[config.mk]
export PLATFORM = sky130hd
export DESIGN_NAME = cjt_unit
export DESIGN_NICKNAME = d
export VERILOG_FILES = /design/src/rtl/cjt_pkg.sv /design/src/rtl/cjt_unit.sv
export SDC_FILE = /design/constraint.sdc
export NUM_CORES = 1
export LEC_CHECK = 0
export BUFFER_PORTS_ARGS = -buffer_cell sky130_fd_sc_hd__buf_4
export CAP_MARGIN = 15
export CELL_PAD_IN_SITES_DETAIL_PLACEMENT = 1
export CELL_PAD_IN_SITES_GLOBAL_PLACEMENT = 2
export CORE_MARGIN = 2
export CORE_UTILIZATION = 39
export DETAILED_ROUTE_END_ITERATION = 8
export PLACE_DENSITY_LB_ADDON = 0.1
export SLEW_MARGIN = 20
export SYNTH_ARGS = -nofsm -noshare
export SYNTH_HDL_FRONTEND = slang
export SYNTH_SLANG_ARGS = --single-unit
[constraint.sdc]
create_clock -name clock_in -period 4.51 [get_ports clock_in]
set_input_delay 0.6765 -clock clock_in [delete_from_list [all_inputs] [get_ports clock_in]]
set_output_delay 0.6765 -clock clock_in [all_outputs]
set_load 0.005 [all_outputs]
[src/rtl/cjt_pkg.sv]
// What this block does
// - Tetrad compare uses full 24 bits
// - Tetrad compare is unsigned, every bit data
// - Tetrad compare flags: low 0011, equal 0100, high 1010
// - Masked compare checks only mask one bits
// - All checked bits one gives equal flags
// - Any checked bit zero gives high flags
// - Five-character instructions, sequential advance otherwise
// - Jump target is operand plus index register
// - Conditional jump taken when indicator is one
// - Indicators hold until written; testing keeps all but 40, 44, 57
// - Testing indicators 40, 44, 57 clears them
// - Jumps never touch accumulator registers
// - Selector codes 00-31 jump unconditionally
// - Selector codes 32 and 56 do nothing
// - Other codes 32-63 except 41, 42 jump on indicator one
// - Code 41 saves, 42 restores indicators 33-40 on the conditional jump; the return jump just advances
// - Loop count is six bits, max 63
// - Loop decrements first, jumps unless result zero
// - Loop count saturates at zero
// - Return jump stores counter plus five, continues after target
// - Substitution replaces 1 to 64 characters
// - Table address is row select and character
// - Characters and masks are six bits; tetrads are 24 bits
package cjt_pkg;
  localparam int CHAR_W = 6;
  localparam int ADDR_W = 15;
  localparam int INSTR_W = 30;
  localparam int TETRAD_W = 24;
  localparam int IND_W = 32;
  localparam int BUS_AW = 8;
  localparam int BUS_DW = 32;

  // Opcodes, upper five bits of the first character with a zero low bit
  localparam logic [5:0] OP_JR = 6'h08;
  localparam logic [5:0] OP_TR = 6'h0A;
  localparam logic [5:0] OP_LC = 6'h0C;
  localparam logic [5:0] OP_JC = 6'h18;
  localparam logic [5:0] OP_JL = 6'h1A;
  localparam logic [5:0] OP_CT = 6'h3C;

  // Indicator selector codes
  localparam logic [5:0] SEL_NOP_A = 6'h20;
  localparam logic [5:0] SEL_HIGH = 6'h21;
  localparam logic [5:0] SEL_EQUAL = 6'h22;
  localparam logic [5:0] SEL_UNEQUAL = 6'h23;
  localparam logic [5:0] SEL_LOW = 6'h24;
  localparam logic [5:0] SEL_DEC_OVF = 6'h28;
  localparam logic [5:0] SEL_SAVE = 6'h29;
  localparam logic [5:0] SEL_RESTORE = 6'h2A;
  localparam logic [5:0] SEL_OP_INT = 6'h2C;
  localparam logic [5:0] SEL_NOP_B = 6'h38;
  localparam logic [5:0] SEL_TRACE = 6'h39;

  localparam logic [ADDR_W-1:0] INSTR_STEP = 15'h0005;
  localparam logic [ADDR_W-1:0] LAST_CHAR_OFS = 15'h0004;
  localparam logic [6:0] TR_FULL_COUNT = 7'h40;

  // Register offsets on the plain register port
  localparam logic [BUS_AW-1:0] REG_IND = 8'h00;
  localparam logic [BUS_AW-1:0] REG_CC = 8'h04;
  localparam logic [BUS_AW-1:0] REG_INSTR = 8'h08;
  localparam logic [BUS_AW-1:0] REG_STATUS = 8'h0C;
  localparam logic [2:0] REG_INDEX_PAGE = 3'h1;
  localparam int STATUS_BUSY_BIT = 0;
  localparam int STATUS_TAKEN_BIT = 1;

  localparam logic [IND_W-1:0] IND_RST = 32'h0000_0000;
  localparam logic [ADDR_W-1:0] CC_RST = 15'h0000;

  typedef enum logic [3:0] {
    CJT_IDLE = 4'h1,
    CJT_READ = 4'h2,
    CJT_WRITE = 4'h4,
    CJT_TAKE = 4'h8
  } cjt_state_e_t;
endpackage

[src/rtl/cjt_unit.sv]
`timescale 1ns/1ps
module cjt_unit (
  // Clock and reset
  input wire logic clock_in,
  input wire logic resetn_in,
  // Register port
  input wire logic [7:0] bus_addr_in,
  input wire logic [31:0] bus_wdata_in,
  input wire logic bus_wr_in,
  input wire logic bus_rd_in,
  output logic [31:0] bus_rdata_out,
  // Character memory
  output logic [14:0] mem_addr_out,
  output logic mem_rd_out,
  output logic mem_wr_out,
  output logic [5:0] mem_wdata_out,
  input wire logic [5:0] mem_rdata_in,
  // Tetrad operands
  output logic [5:0] tetrad_sel_out,
  input wire logic [23:0] tetrad_data_in,
  input wire logic [5:0] table_row_select_in,
  // Status
  output logic busy_out
);
  typedef struct packed {
    cjt_pkg::cjt_state_e_t state;
    logic [31:0] ind;
    logic [14:0] cc;
    logic [29:0] instr;
    logic [14:0] ea;
    logic [6:0] step;
    logic [1:0] phase;
    logic [17:0] acc;
    logic taken;
    logic [7:1][14:0] index;
    logic mem_rd;
    logic mem_wr;
    logic [14:0] mem_addr;
    logic [5:0] mem_wdata;
    logic [31:0] bus_rdata;
  } cjt_regs_t;

  cjt_regs_t s_reg;
  cjt_regs_t s_next;

  // Loads the four comparison flags, high/equal/unequal/low
  function automatic logic [31:0] cjt_set_flags(input logic [31:0] ind, input logic [3:0] hel);
    logic [31:0] r;
    r = ind;
    r[cjt_pkg::SEL_HIGH[4:0]] = hel[3];
    r[cjt_pkg::SEL_EQUAL[4:0]] = hel[2];
    r[cjt_pkg::SEL_UNEQUAL[4:0]] = hel[1];
    r[cjt_pkg::SEL_LOW[4:0]] = hel[0];
    return r;
  endfunction

  logic [29:0] new_instr;
  logic [5:0] new_op;
  logic [5:0] cur_op;
  logic [5:0] sel;
  logic [14:0] index_val;
  logic [14:0] new_ea;
  logic start;
  logic cond_taken;
  logic is_nop;
  logic [5:0] loop_count;
  logic [23:0] mem_word;
  logic [14:0] ret_addr;
  logic [6:0] tr_count;
  logic [14:0] tr_addr;
  logic [5:0] masked;

  always_comb begin
    new_instr = bus_wdata_in[29:0];
    new_op = {new_instr[29:25], 1'b0};
    cur_op = {s_reg.instr[29:25], 1'b0};
    sel = new_instr[5:0];
    index_val = (new_instr[24:22] == 3'h0) ? 15'h0000 : s_reg.index[new_instr[24:22]];
    new_ea = new_instr[20:6] + index_val;
    start = bus_wr_in && (bus_addr_in == cjt_pkg::REG_INSTR) && (s_reg.state == cjt_pkg::CJT_IDLE);
    is_nop = (sel == cjt_pkg::SEL_NOP_A) || (sel == cjt_pkg::SEL_NOP_B);
    cond_taken = !sel[5] || (s_reg.ind[sel[4:0]] && !is_nop);
    loop_count = (new_instr[5:0] == 6'h00) ? 6'h00 : new_instr[5:0] - 6'h01;
    mem_word = {s_reg.acc, mem_rdata_in};
    ret_addr = s_reg.cc + cjt_pkg::INSTR_STEP;
    tr_count = (s_reg.instr[5:0] == 6'h00) ? cjt_pkg::TR_FULL_COUNT : {1'b0, s_reg.instr[5:0]};
    tr_addr = s_reg.ea - {8'h00, s_reg.step};
    masked = mem_rdata_in & s_reg.instr[5:0];
  end

  always_comb begin
    s_next = s_reg;
    s_next.mem_rd = 1'b0;
    s_next.mem_wr = 1'b0;
    s_next.bus_rdata = 32'h0000_0000;

    // Read answer stands for exactly one cycle; unmapped addresses read zero
    if (bus_rd_in) begin
      if (bus_addr_in == cjt_pkg::REG_IND) begin
        s_next.bus_rdata = s_reg.ind;
      end else if (bus_addr_in == cjt_pkg::REG_CC) begin
        s_next.bus_rdata = {17'h0_0000, s_reg.cc};
      end else if (bus_addr_in == cjt_pkg::REG_INSTR) begin
        s_next.bus_rdata = {2'h0, s_reg.instr};
      end else if (bus_addr_in == cjt_pkg::REG_STATUS) begin
        s_next.bus_rdata[cjt_pkg::STATUS_BUSY_BIT] = (s_reg.state != cjt_pkg::CJT_IDLE);
        s_next.bus_rdata[cjt_pkg::STATUS_TAKEN_BIT] = s_reg.taken;
      end else if (bus_addr_in[7:5] == cjt_pkg::REG_INDEX_PAGE && bus_addr_in[4:2] != 3'h0
                   && bus_addr_in[1:0] == 2'h0) begin
        s_next.bus_rdata = {17'h0_0000, s_reg.index[bus_addr_in[4:2]]};
      end
    end

    // Software writes go first so that hardware updates below win the same cycle
    if (bus_wr_in) begin
      if (bus_addr_in == cjt_pkg::REG_IND) begin
        s_next.ind = bus_wdata_in;
      end else if (bus_addr_in == cjt_pkg::REG_CC) begin
        s_next.cc = bus_wdata_in[14:0];
      end else if (bus_addr_in[7:5] == cjt_pkg::REG_INDEX_PAGE && bus_addr_in[4:2] != 3'h0
                   && bus_addr_in[1:0] == 2'h0) begin
        s_next.index[bus_addr_in[4:2]] = bus_wdata_in[14:0];
      end
    end

    case (s_reg.state)
      cjt_pkg::CJT_IDLE: begin
        if (start) begin
          s_next.instr = new_instr;
          s_next.ea = new_ea;
          s_next.step = 7'h00;
          s_next.phase = 2'h0;
          s_next.acc = 18'h0_0000;
          s_next.taken = 1'b0;
          s_next.mem_addr = new_ea;
          if (new_op == cjt_pkg::OP_CT || new_op == cjt_pkg::OP_LC || new_op == cjt_pkg::OP_TR) begin
            s_next.state = cjt_pkg::CJT_READ;
            s_next.mem_rd = 1'b1;
          end else if (new_op == cjt_pkg::OP_JC || new_op == cjt_pkg::OP_JR) begin
            // Only the tested indicator may change, and only for these three
            if (sel == cjt_pkg::SEL_DEC_OVF || sel == cjt_pkg::SEL_OP_INT || sel == cjt_pkg::SEL_TRACE) begin
              s_next.ind[sel[4:0]] = 1'b0;
            end
            if (new_op == cjt_pkg::OP_JC && sel == cjt_pkg::SEL_SAVE) begin
              s_next.state = cjt_pkg::CJT_WRITE;
              s_next.mem_wr = 1'b1;
              s_next.mem_wdata = s_reg.ind[6:1];
            end else if (new_op == cjt_pkg::OP_JC && sel == cjt_pkg::SEL_RESTORE) begin
              s_next.state = cjt_pkg::CJT_READ;
              s_next.mem_rd = 1'b1;
            end else if (!cond_taken || sel == cjt_pkg::SEL_SAVE || sel == cjt_pkg::SEL_RESTORE) begin
              s_next.cc = s_reg.cc + cjt_pkg::INSTR_STEP;
            end else if (new_op == cjt_pkg::OP_JC) begin
              s_next.cc = new_ea;
              s_next.taken = 1'b1;
            end else begin
              // Return jump patches the address field of the target first
              s_next.state = cjt_pkg::CJT_READ;
              s_next.mem_rd = 1'b1;
              s_next.mem_addr = new_ea + 15'h0001;
              s_next.taken = 1'b1;
            end
          end else if (new_op == cjt_pkg::OP_JL) begin
            // Decremented count goes back into the instruction's last character
            s_next.instr[5:0] = loop_count;
            s_next.state = cjt_pkg::CJT_WRITE;
            s_next.mem_wr = 1'b1;
            s_next.mem_addr = s_reg.cc + cjt_pkg::LAST_CHAR_OFS;
            s_next.mem_wdata = loop_count;
            s_next.taken = (loop_count != 6'h00);
          end else begin
            s_next.cc = s_reg.cc + cjt_pkg::INSTR_STEP;
          end
        end
      end

      cjt_pkg::CJT_READ: begin
        s_next.state = cjt_pkg::CJT_TAKE;
      end

      cjt_pkg::CJT_WRITE: begin
        s_next.state = cjt_pkg::CJT_TAKE;
      end

      cjt_pkg::CJT_TAKE: begin
        s_next.state = cjt_pkg::CJT_IDLE;
        if (cur_op == cjt_pkg::OP_CT) begin
          if (s_reg.step == 7'h03) begin
            // Plain unsigned magnitude compare of the whole 24-bit words
            // Flags are laid over this cycle's software write so its other bits survive
            if (tetrad_data_in < mem_word) begin
              s_next.ind = cjt_set_flags(s_next.ind, 4'h3);
            end else if (tetrad_data_in == mem_word) begin
              s_next.ind = cjt_set_flags(s_next.ind, 4'h4);
            end else begin
              s_next.ind = cjt_set_flags(s_next.ind, 4'hA);
            end
            s_next.cc = s_reg.cc + cjt_pkg::INSTR_STEP;
          end else begin
            s_next.acc = mem_word[17:0];
            s_next.step = s_reg.step + 7'h01;
            s_next.state = cjt_pkg::CJT_READ;
            s_next.mem_rd = 1'b1;
            s_next.mem_addr = s_reg.mem_addr + 15'h0001;
          end
        end else if (cur_op == cjt_pkg::OP_LC) begin
          if (masked == s_reg.instr[5:0]) begin
            s_next.ind = cjt_set_flags(s_next.ind, 4'h4);
          end else begin
            s_next.ind = cjt_set_flags(s_next.ind, 4'hA);
          end
          s_next.cc = s_reg.cc + cjt_pkg::INSTR_STEP;
        end else if (cur_op == cjt_pkg::OP_JC) begin
          // Save and restore: first character holds 33-38, second holds 39-40 in its low bits
          if (s_reg.step == 7'h00) begin
            s_next.step = 7'h01;
            s_next.mem_addr = s_reg.ea + 15'h0001;
            if (s_reg.instr[5:0] == cjt_pkg::SEL_SAVE) begin
              s_next.state = cjt_pkg::CJT_WRITE;
              s_next.mem_wr = 1'b1;
              s_next.mem_wdata = {4'h0, s_reg.ind[8:7]};
            end else begin
              s_next.ind[6:1] = mem_rdata_in;
              s_next.state = cjt_pkg::CJT_READ;
              s_next.mem_rd = 1'b1;
            end
          end else begin
            if (s_reg.instr[5:0] == cjt_pkg::SEL_RESTORE) begin
              s_next.ind[8:7] = mem_rdata_in[1:0];
            end
            s_next.cc = s_reg.cc + cjt_pkg::INSTR_STEP;
          end
        end else if (cur_op == cjt_pkg::OP_JR) begin
          // Address field spans low half of char 1 and all of chars 2 and 3
          s_next.step = s_reg.step + 7'h01;
          s_next.state = cjt_pkg::CJT_WRITE;
          s_next.mem_wr = 1'b1;
          if (s_reg.step == 7'h00) begin
            s_next.mem_wdata = {mem_rdata_in[5:3], ret_addr[14:12]};
          end else if (s_reg.step == 7'h01) begin
            s_next.mem_addr = s_reg.ea + 15'h0002;
            s_next.mem_wdata = ret_addr[11:6];
          end else if (s_reg.step == 7'h02) begin
            s_next.mem_addr = s_reg.ea + 15'h0003;
            s_next.mem_wdata = ret_addr[5:0];
          end else begin
            s_next.state = cjt_pkg::CJT_IDLE;
            s_next.mem_wr = 1'b0;
            s_next.cc = s_reg.ea + cjt_pkg::INSTR_STEP;
          end
        end else if (cur_op == cjt_pkg::OP_JL) begin
          // Indicators and accumulators are left alone by the loop jump
          s_next.cc = s_reg.taken ? s_reg.ea : ret_addr;
        end else if (cur_op == cjt_pkg::OP_TR) begin
          if (s_reg.phase == 2'h0) begin
            s_next.phase = 2'h1;
            s_next.state = cjt_pkg::CJT_READ;
            s_next.mem_rd = 1'b1;
            s_next.mem_addr = {3'h0, table_row_select_in, mem_rdata_in};
          end else if (s_reg.phase == 2'h1) begin
            s_next.phase = 2'h2;
            s_next.state = cjt_pkg::CJT_WRITE;
            s_next.mem_wr = 1'b1;
            s_next.mem_addr = tr_addr;
            s_next.mem_wdata = mem_rdata_in;
          end else if (s_reg.step + 7'h01 == tr_count) begin
            s_next.cc = ret_addr;
          end else begin
            s_next.step = s_reg.step + 7'h01;
            s_next.phase = 2'h0;
            s_next.state = cjt_pkg::CJT_READ;
            s_next.mem_rd = 1'b1;
            s_next.mem_addr = tr_addr - 15'h0001;
          end
        end else begin
          s_next.cc = ret_addr;
        end
      end

      default: begin
        s_next.state = cjt_pkg::CJT_IDLE;
      end
    endcase
  end

  always_ff @(posedge clock_in or negedge resetn_in) begin
    if (!resetn_in) begin
      s_reg <= '{
        state: cjt_pkg::CJT_IDLE,
        ind: cjt_pkg::IND_RST,
        cc: cjt_pkg::CC_RST,
        default: '0
      };
    end else begin
      s_reg <= s_next;
    end
  end

  always_comb begin
    bus_rdata_out = s_reg.bus_rdata;
    mem_addr_out = s_reg.mem_addr;
    mem_rd_out = s_reg.mem_rd;
    mem_wr_out = s_reg.mem_wr;
    mem_wdata_out = s_reg.mem_wdata;
    tetrad_sel_out = s_reg.instr[5:0];
    busy_out = (s_reg.state != cjt_pkg::CJT_IDLE);
  end
endmodule

==> results.toml, run 1 <==
[sta]
fin_crit_ps = 4324
setup_viol = 0
final.setup_skew_ps = 21.54
rsz0062_at_grt = "false"
finalWorstSetupSlack_ps = 185.9
tightest_slew_ps = 1021
report.final.slew_viol_count = 0
finalHoldViolations = 0
fin_crit_sh_pct = 95.88
max_freq_mhz = 231.3
relSlewSlack_pct = 31.96

[critical_path]
path_class = "reg -> reg"
r2r-end = "mem_addr_out[11]"
crit_fanout = 3
crit_required_ps = 4970
cp.arrival_ps = 4790
crit_path_end_kind = "flip-flop"
reg2reg_from = "s_reg[55]"
rrSetupSlack_ps = 190
ff2ff_path_depth = 16
critPathLaunchType = "flip-flop"

[finish]
final_common_cell = "buf_4"
nNetsFinal = 2688
final_cell_mix = "313 x buf_4, 283 x dfrtp_1, 260 x nand2_1, 187 x nor2_1, 161 x mux2_2"
drive_above_1_share_pct = 24.44
num_antenna_cells = 0
area_delta_synth_final_pct = 17.29
largest_reg_flops = 200
nFillCells = 6191

[clock_tree]
clk-insertion-delay-late_ps = 560
cts_tree = "built"
htree_levels = 2
cts_hold_buf = 0
post_cts_buffers = 0
ctsLongestPathBuffers = 3
cts.sinks = 284
post_cts_resized = 0
cts-root-buf = "clkbuf_16"
numCtsBuffers = 37
clk_pin_slew_ps = 60

[pwr]
p_int_mw = 5.123
switching_power_mw = 2.194
p_sw_share_pct = 29.98
power_frac_comb_pct = 17.9
power_mw = 7.317
clock_power_share_pct = 43.9
power_frac_seq_pct = 38.2
irDropWorstVdd_v = 0.0002767
p_leak_nw = 11.15
power.density_mw_per_mm2 = 292.6

[detailed_routing]
num_vias = 20430
routed_via_density = 6.257
drtPass1Iterations = 5
drt_iter0_markers = 1399
wl_per_cell_um = 29.24
routed_wl_um = 95490
drc = 0
drtAntennaViolNets = 0

[place]
io_buffers = 141
place_congestion = 0.9474
post-place-ws_ps = -304.7
place_hpwl_um = 72120

[synth]
synth_nets = 2561
ys.warnings.count = 0
ys_ff_latch = 284
synthFlopType = "dfrtp_1"
syn-cell-area_mm2 = 0.02132
synth.avg_cell_area_um2 = 8.829
synth.distinct_cells = 84
synth-edff-count = 0
synth_cells = 2415
seq_area_frac_synth_pct = 33.34
synthArstFlopShare_pct = 100.0

[die]
die_w_um = 237.8
io_pins = 142
die_h_um = 237.8
rows = 85
start_util_pct = 39.55
core_mm2 = 0.05392
dieArea_mm2 = 0.05656

[global_routing]
grt_pass1_wl_um = 142500
antenna_found_initial = 1
grt-ovfl-total = 0
grt_pass1_vias = 21220
grt_max_degree = 110
track_usage_pct = 33.61

[outcome]
outcome = "finished, final reports clean"

[run]
maxCapViolations = 0

[hold_path]
hold_path.class = "in -> async"
power by group through the flow:
stage	clock network, mW	registers [mW]	logic, mW
finish	3.21	2.79	1.31
global route	3.36	2.80	1.41
CTS	3.26	2.79	1.30
detailed placement	0	2.83	1.29
global placement	0	2.83	1.26
floorplan	0	2.75	0.753
logic make-up (layout without fill, tap and decap cells):
| kind of cell | count (synthesis) | after routing | synth area share (%) |
|---|---|---|---|
| xor+xnor | 101 | 101 | 4.213 |
| mux | 260 | 260 | 15.26 |
| flops | 284 | 284 | 33.34 |
| buf+inv | 299 | 454 | 6.437 |
| fa+ha+maj | 66 | 66 | 3.943 |
| simple gates | 745 | 745 | 16.39 |
| compound gates | 660 | 660 | 20.41 |
metrics by stage:
| step | utilization, % | area (um2) | setup TNS [ps] | cells | hold slack, ps |
|---|---|---|---|---|---|
| floorplan | - | 21440 | -81.57 | 2415 | 380.9 |
| global placement | 43.91 | 23680 | -458.6 | 3199 | 457.3 |
| detailed placement | 43.91 | 23680 | -1379 | 3199 | 464.4 |
| CTS | 46.36 | 25000 | 0 | 3266 | 206.8 |
| global route | 46.38 | 25010 | 0 | 3266 | 232.2 |
| finish | 46.38 | 25010 | 0 | 3266 | 156.3 |
metal layers:
metal  track usage [%]  wire length (um)  vias up
li1                  -                 -     9072
met1             43.12             39770    10490
met2             55.65             45650      663
met3             3.656              4241      209
met4             18.43              5831        0
met5                 0                 0        -
Yosys cell counts, types with 7 or more instances:
master / count / area [um2]
nor2_1: 187 / 701.9
a211o_1: 11 / 96.34
a21oi_1: 147 / 735.7
mux4_2: 36 / 810.8
nand4_1: 25 / 156.4
nor4_1: 13 / 81.33
o31ai_1: 32 / 240.2
and2_1: 24 / 150.1
dfrtp_1: 283 / 7082
a221o_1: 8 / 80.08
and3_1: 30 / 187.7
buf_4: 64 / 480.5
nor2b_1: 31 / 193.9
nand3_1: 65 / 325.3
a211oi_1: 17 / 127.6
mux2_2: 161 / 1813
a221oi_1: 25 / 219.0
o211ai_1: 33 / 247.7
nor3_1: 41 / 205.2
o21a_1: 12 / 90.09
o221ai_1: 12 / 105.1
o32ai_1: 7 / 61.31
o21ai_0: 143 / 715.7
a22oi_1: 57 / 427.9
or3_1: 8 / 50.05
a21o_1: 18 / 135.1
mux2i_1: 63 / 630.6
xnor2_1: 66 / 578.1
inv_1: 64 / 240.2
nand2b_1: 17 / 106.4
buf_1: 10 / 37.54
a31oi_1: 22 / 137.6
or2_2: 8 / 50.05
o2111ai_1: 12 / 105.1
xor2_1: 34 / 297.8
ha_1: 64 / 800.8
nand2_1: 261 / 979.7
clkbuf_1: 152 / 570.6
o22ai_1: 37 / 231.5
a21boi_0: 9 / 67.56
critical path, cell delays in order, from the launching register on:
cell,delay [ps]
dfrtp_1,400
mux2_2,180
a22oi_1,80
o21ai_1,170
ha_2,220
inv_2,40
fa_2,360
nand2b_4,150
a211o_1,300
a2111o_1,420
a221o_1,330
or4b_4,600
o311a_1,320
a311oi_1,260
buf_4,180
a31oi_1,40
a31oi_1,200
cell type report:
class / count / area (um2) / share of cell area [%]
inverters: 65 / 244.0 / 0.9756
well taps: 696 / 870.8 / 3.482
multi-input cells: 1832 / 12940 / 51.75
flip-flops and latches: 284 / 7108 / 28.42
repair buffers: 322 / 2525 / 10.10
clock buffers: 47 / 1055 / 4.218
clock inverters: 20 / 265.3 / 1.061
how the worst max path moves through the flow:
stage	startpoint	endpoint	slack [ps]	cells after the start
2_1_floorplan	bus_wdata_in[23]	mem_addr_out[11]	-60	18
3_3_place_gp	bus_wdata_in[22]	mem_addr_out[11]	-170	18
3_5_place_dp	bus_wdata_in[22]	mem_addr_out[11]	-300	16
4_1_cts	s_reg[131]	mem_addr_out[11]	150	15
5_1_grt	s_reg[85]	mem_addr_out[11]	20	16
6_report	s_reg[55]	mem_addr_out[11]	190	16
Power figures use the tool's default switching activity.
==> run 2, diff against run 1 <==
==> constraint.sdc (replaced) <==
create_clock -name clock_in -period 4.51 [get_ports clock_in]
set_input_delay 0.902 -clock clock_in [delete_from_list [all_inputs] [get_ports clock_in]]
set_output_delay 0.902 -clock clock_in [all_outputs]
set_load 0.005 [all_outputs]
==> run 2 against run 1 <==
- wire length is essentially flat
- final area increased by 0.65%
- largest cell class unchanged
- count of clock-buffer cells in the layout increased by 1
- critical endpoint unchanged
- hold slack improved by 220 ps
- critical path type is now in -> reg
- first-iteration DRC count is 13% higher
- core utilization grew 0.30 points
==> results.toml, run 2 (synthesized netlist as in run 1, its figures left out) <==
[sta]
finalWorstSetupSlack_ps = 41.10
fin_crit_sh_pct = 99.09
setup_viol = 0
relSlewSlack_pct = 21.64
final.setup_skew_ps = 38.59
tightest_slew_ps = 1146
hold_ws_ps = 381.0
rsz0062_at_grt = "true"
report.final.slew_viol_count = 0
max_freq_mhz = 223.8
finalHoldViolations = 0
fin_tns_setup_ps = 0
fin_crit_ps = 4469

[clock_tree]
cts_tree = "built"
cts-root-buf = "clkbuf_16"
htree_levels = 2
clk-insertion-delay-late_ps = 590
clk_pin_slew_ps = 60
numCtsBuffers = 36
cts.sinks = 284
ctsLongestPathBuffers = 3

[place]
io_buffers = 141
place_congestion = 0.9724
placedCellCount = 3213
post-place-ws_ps = -657.4
place_hpwl_um = 71800

[global_routing]
use_met1_pct = 42.74
top_usage_layer = "met2"
antenna_found_initial = 2
grt_max_degree = 104
grt_pass1_wl_um = 142600
gr-usage-met2_pct = 57.06
grt_pass1_vias = 21430
grtUsageMet3_pct = 3.540
grt-ovfl-total = 0
track_usage_pct = 33.55

[finish]
final_cell_mix = "336 x buf_4, 283 x dfrtp_1, 258 x nand2_1, 187 x nor2_1, 160 x mux2_2"
num_antenna_cells = 0
drive_above_1_share_pct = 25.47
final_common_cell = "buf_4"
fin_cells = 3287
utilization_pct = 46.68
largest_reg_flops = 200
area_delta_synth_final_pct = 18.04
nNetsFinal = 2711

[critical_path]
cp.arrival_ps = 4970
critPathLaunchType = "primary input"
crit_chain = "buf_6 -> mux2_4 -> a22oi_2 -> o21ai_2 -> ha_2 -> inv_2 -> fa_2 -> nand2b_4 -> a211o_1 -> a2111o_1 -> a221o_1 -> or4b_4 -> o311a_1 -> a311oi_2 -> buf_4 -> a31oi_1 -> a31oi_1"
crit_path_end_kind = "flip-flop"
crit_required_ps = 5010
crit_fanout = 6
path_delay_family = "compound AO/OA/AOI/OAI gates"
crit_buf_inv = 3
cpMostUsedCell = "a31oi_1"
ff2ff_path_depth = 16
cpPeakStageDelay_ps = 580
cp.depth = 17
path_class = "in -> reg"
cp_slowest_cell = "or4b_4"

[detailed_routing]
drtAntennaViolNets = 0
drt_iter0_markers = 1583
wl_per_cell_um = 29.02
routed_wl_um = 95400
drtPass1Iterations = 7
routed_via_density = 6.307
drc = 0
num_vias = 20730

[pwr]
p_leak_nw = 11.23
irDropWorstVdd_v = 0.0002962
power.density_mw_per_mm2 = 287.4

[run]
maxCapViolations = 0

[die]
io_pins = 142
core_mm2 = 0.05392
rows = 85
dieArea_mm2 = 0.05656
die_h_um = 237.8
die_w_um = 237.8
start_util_pct = 39.55

[hold_path]
hold_path.class = "in -> async"

[outcome]
outcome = "finished, final reports clean"
run 2: changes by cell type in the layout (fill, tap and decap cells not counted), sizes merged:
cell / before / now
buf: 322 / 345
clkinv: 10 / 7
bufinv: 5 / 3
clkbuf: 47 / 49
inv: 66 / 67
run 2: worst paths after layout:
kind | slack [ps] | start | end
min in group clock_in | 470 | s_reg[221] | s_reg[221]
hold reg to reg | 470 | s_reg[221] | s_reg[221]
hold / removal | 380 | resetn_in | s_reg[189]
setup / recovery | 40 | bus_wdata_in[23] | mem_addr_out[11]
max in group asynchronous | 3020 | resetn_in | s_reg[116]
setup reg to reg | 100 | s_reg[131] | mem_addr_out[11]
run 2: final cells by class:
cell class	instances	area [um2]
Sequential cell	284	7108
Inverter	65	244.0
Multi-Input combinational cell	1832	13000
Tap cell	696	870.8
Timing Repair Buffer	346	2696
Clock inverter	16	210.2
Fill cell	6216	28750
Clock buffer	48	1037
run 2: through the flow:
step                      area (um2)  total power [mW]
after detailed placement       23730             4.125
final                          25170             7.233
after floorplan                21440             3.502
after global placement         23730             4.087
after CTS                      24990             7.252
after global routing           25170             7.482
run 2: repair_timing:
| item | CTS | global route |
|---|---|---|
| pin swaps | 1 | 17 |
| gates resized for setup | 2 | 25 |
| hold buffers | 0 | 0 |
| setup buffers | 0 | 9 |
| setup endpoints to repair | 1 | 8 |
| cloned | 0 | 1 |
run 2: report_power, final:
group | leakage [nW] | internal [mW] | switching, mW | total [mW]
clock | 0.602 | 1.81 | 1.29 | 3.10
combinational | 6.75 | 0.541 | 0.794 | 1.34
sequential | 3.88 | 2.65 | 0.147 | 2.79
run 2: per-layer routing:
metal | wire, um | share of wire (%)
met1 | 39370 | 41
met2 | 46150 | 48
met3 | 4643 | 4.9
met4 | 5237 | 5.5
met5 | 0 | 0
==> run 3, diff against run 2 <==
- CTS_BUF_LIST: not set -> sky130_fd_sc_hd__clkbuf_4 sky130_fd_sc_hd__clkbuf_8 sky130_fd_sc_hd__clkbuf_16
==> run 3 against run 2 <==
- die area did not move
- setup slack better by 5.8 ps
- core utilization hardly changed
- count of clock-buffer cells in the layout did not move
- final cell count unchanged
- global-route usage barely moved
- final area about the same
- hold slack got worse by 7.5 ps
- combinational power about the same
- first-iteration DRC count is 1.6% higher
- critical path type unchanged
- highest routed layer unchanged
==> results.toml, run 3 (synthesized netlist as in run 1, its figures left out) <==
[outcome]
outcome = "finished, final reports clean"

[clock_tree]
ctsLongestPathBuffers = 3
cts_hold_buf = 0
htree_levels = 2
cts-root-buf = "clkbuf_16"
clk_pin_slew_ps = 60
numCtsBuffers = 36
cts_tree = "built"
cts.sinks = 284
clk-insertion-delay-late_ps = 590

[critical_path]
cp.arrival_ps = 4960
cpPeakStageDelay_ps = 580
crit_chain = "buf_6 -> mux2_4 -> a22oi_2 -> o21ai_2 -> ha_2 -> inv_2 -> fa_2 -> nand2b_4 -> a211o_1 -> a2111o_1 -> a221o_1 -> or4b_4 -> o311a_1 -> a311oi_2 -> buf_4 -> a31oi_1 -> a31oi_1"
cpMostUsedCell = "a31oi_1"
crit_path_end_kind = "flip-flop"
cp_slowest_cell = "or4b_4"
crit_required_ps = 5010
crit_fanout = 6
path_delay_family = "compound AO/OA/AOI/OAI gates"
crit_buf_inv = 3
path_class = "in -> reg"
critPathLaunchType = "primary input"

[finish]
largest_reg_flops = 200
final_cell_mix = "336 x buf_4, 283 x dfrtp_1, 258 x nand2_1, 187 x nor2_1, 160 x mux2_2"
utilization_pct = 46.71
nNetsFinal = 2711
drive_above_1_share_pct = 25.63
final_common_cell = "buf_4"
fin_cells = 3287
postLayoutCellArea_mm2 = 0.02519
area_delta_synth_final_pct = 18.11
num_antenna_cells = 0

[hold_path]
hold_path.class = "in -> async"

[detailed_routing]
routed_via_density = 6.309
wl_per_cell_um = 29.02
drtAntennaViolNets = 0
num_vias = 20740
routed_wl_um = 95390
drtPass1Iterations = 6
drc = 0
drt_iter0_markers = 1608

[sta]
setup_viol = 0
hold_ws_ps = 373.5
fin_tns_setup_ps = 0
finalWorstSetupSlack_ps = 46.88
finalHoldViolations = 0
tightest_slew_ps = 1146
fin_crit_ps = 4463
report.final.slew_viol_count = 0
max_freq_mhz = 224.1
fin_crit_sh_pct = 98.96
rsz0062_at_grt = "true"
relSlewSlack_pct = 21.61
final.setup_skew_ps = 36.90

[die]
dieArea_mm2 = 0.05656
rows = 85
io_pins = 142
start_util_pct = 39.55
die_h_um = 237.8
core_mm2 = 0.05392
die_w_um = 237.8

[pwr]
power_mw = 7.263
irDropWorstVdd_v = 0.0002961
power.density_mw_per_mm2 = 288.4
clock_power_share_pct = 43.2
p_leak_nw = 11.25
switching_power_mw = 2.236
power_frac_comb_pct = 18.4
p_sw_share_pct = 30.79
p_int_mw = 5.027
power_frac_seq_pct = 38.5

[global_routing]
track_usage_pct = 33.55
grt_pass1_vias = 21430
grt-ovfl-total = 0
grt_pass1_wl_um = 142600
grt_max_degree = 104
antenna_found_initial = 2

[place]
place_congestion = 0.9724
placedCellCount = 3213
post-place-ws_ps = -657.4
io_buffers = 141
place_hpwl_um = 71800
dpl-instance-area_mm2 = 0.02373

[run]
maxCapViolations = 0
run 3: cell counts in the layout (fill, tap and decap cells not counted):
No cell type changed its count.
run 3: repair_timing:
action,CTS,global route
resized for setup,2,25
pin swaps,1,17
buffers inserted,0,9
gates cloned,0,1
endpoints found under the setup margin,1,8
run 3: power by group through the flow:
stage | clock (mW) | sequential (mW) | combinational [mW]
after floorplan | 0 | 2.75 | 0.753
after global placement | 0 | 2.83 | 1.26
after detailed placement | 0 | 2.83 | 1.29
after CTS | 3.19 | 2.79 | 1.30
after global routing | 3.27 | 2.80 | 1.43
final | 3.13 | 2.79 | 1.33
run 3: final timing paths:
check | from | to | slack [ps] | cells after the start
min in group clock_in | s_reg[221] | s_reg[221] | 470 | 2
max in group asynchronous | resetn_in | s_reg[116] | 3030 | 2
worst max register to register | s_reg[131] | mem_addr_out[11] | 120 | 16
worst min register to register | s_reg[221] | s_reg[221] | 470 | 2
worst min-delay path | resetn_in | s_reg[189] | 370 | 1
worst max-delay path | bus_wdata_in[23] | mem_addr_out[11] | 50 | 17
run 3: routing by layer:
metal	track usage [%]	vias to the layer above	routed length, um
li1	-	9124	-
met3	3.540	213	4556
met5	0	-	0
met4	16.14	0	5229
met1	42.74	10670	39500
met2	57.06	735	46110
run 3: layout make-up:
cell class	count	area, um2
fill	6211	28740
multi-input combinational	1832	13000
sequential	284	7108
timing repair buffer	346	2696
clock buffer	48	1052
tap	696	870.8
inverter	65	244.0
clock inverter	16	210.2
run 3: worst reg2reg max path, stage by stage (launching register included):
cell      delay (ps)
dfrtp_1          430
mux4_2           480
nand2_1           90
o21a_1           170
inv_1             70
ha_1             270
a211o_1          320
a221o_1          350
buf_4            160
xnor2_1          290
nor4_2           470
o211ai_1         200
o311a_1          340
a311oi_2         270
buf_4            170
a31oi_1           40
a31oi_1          190
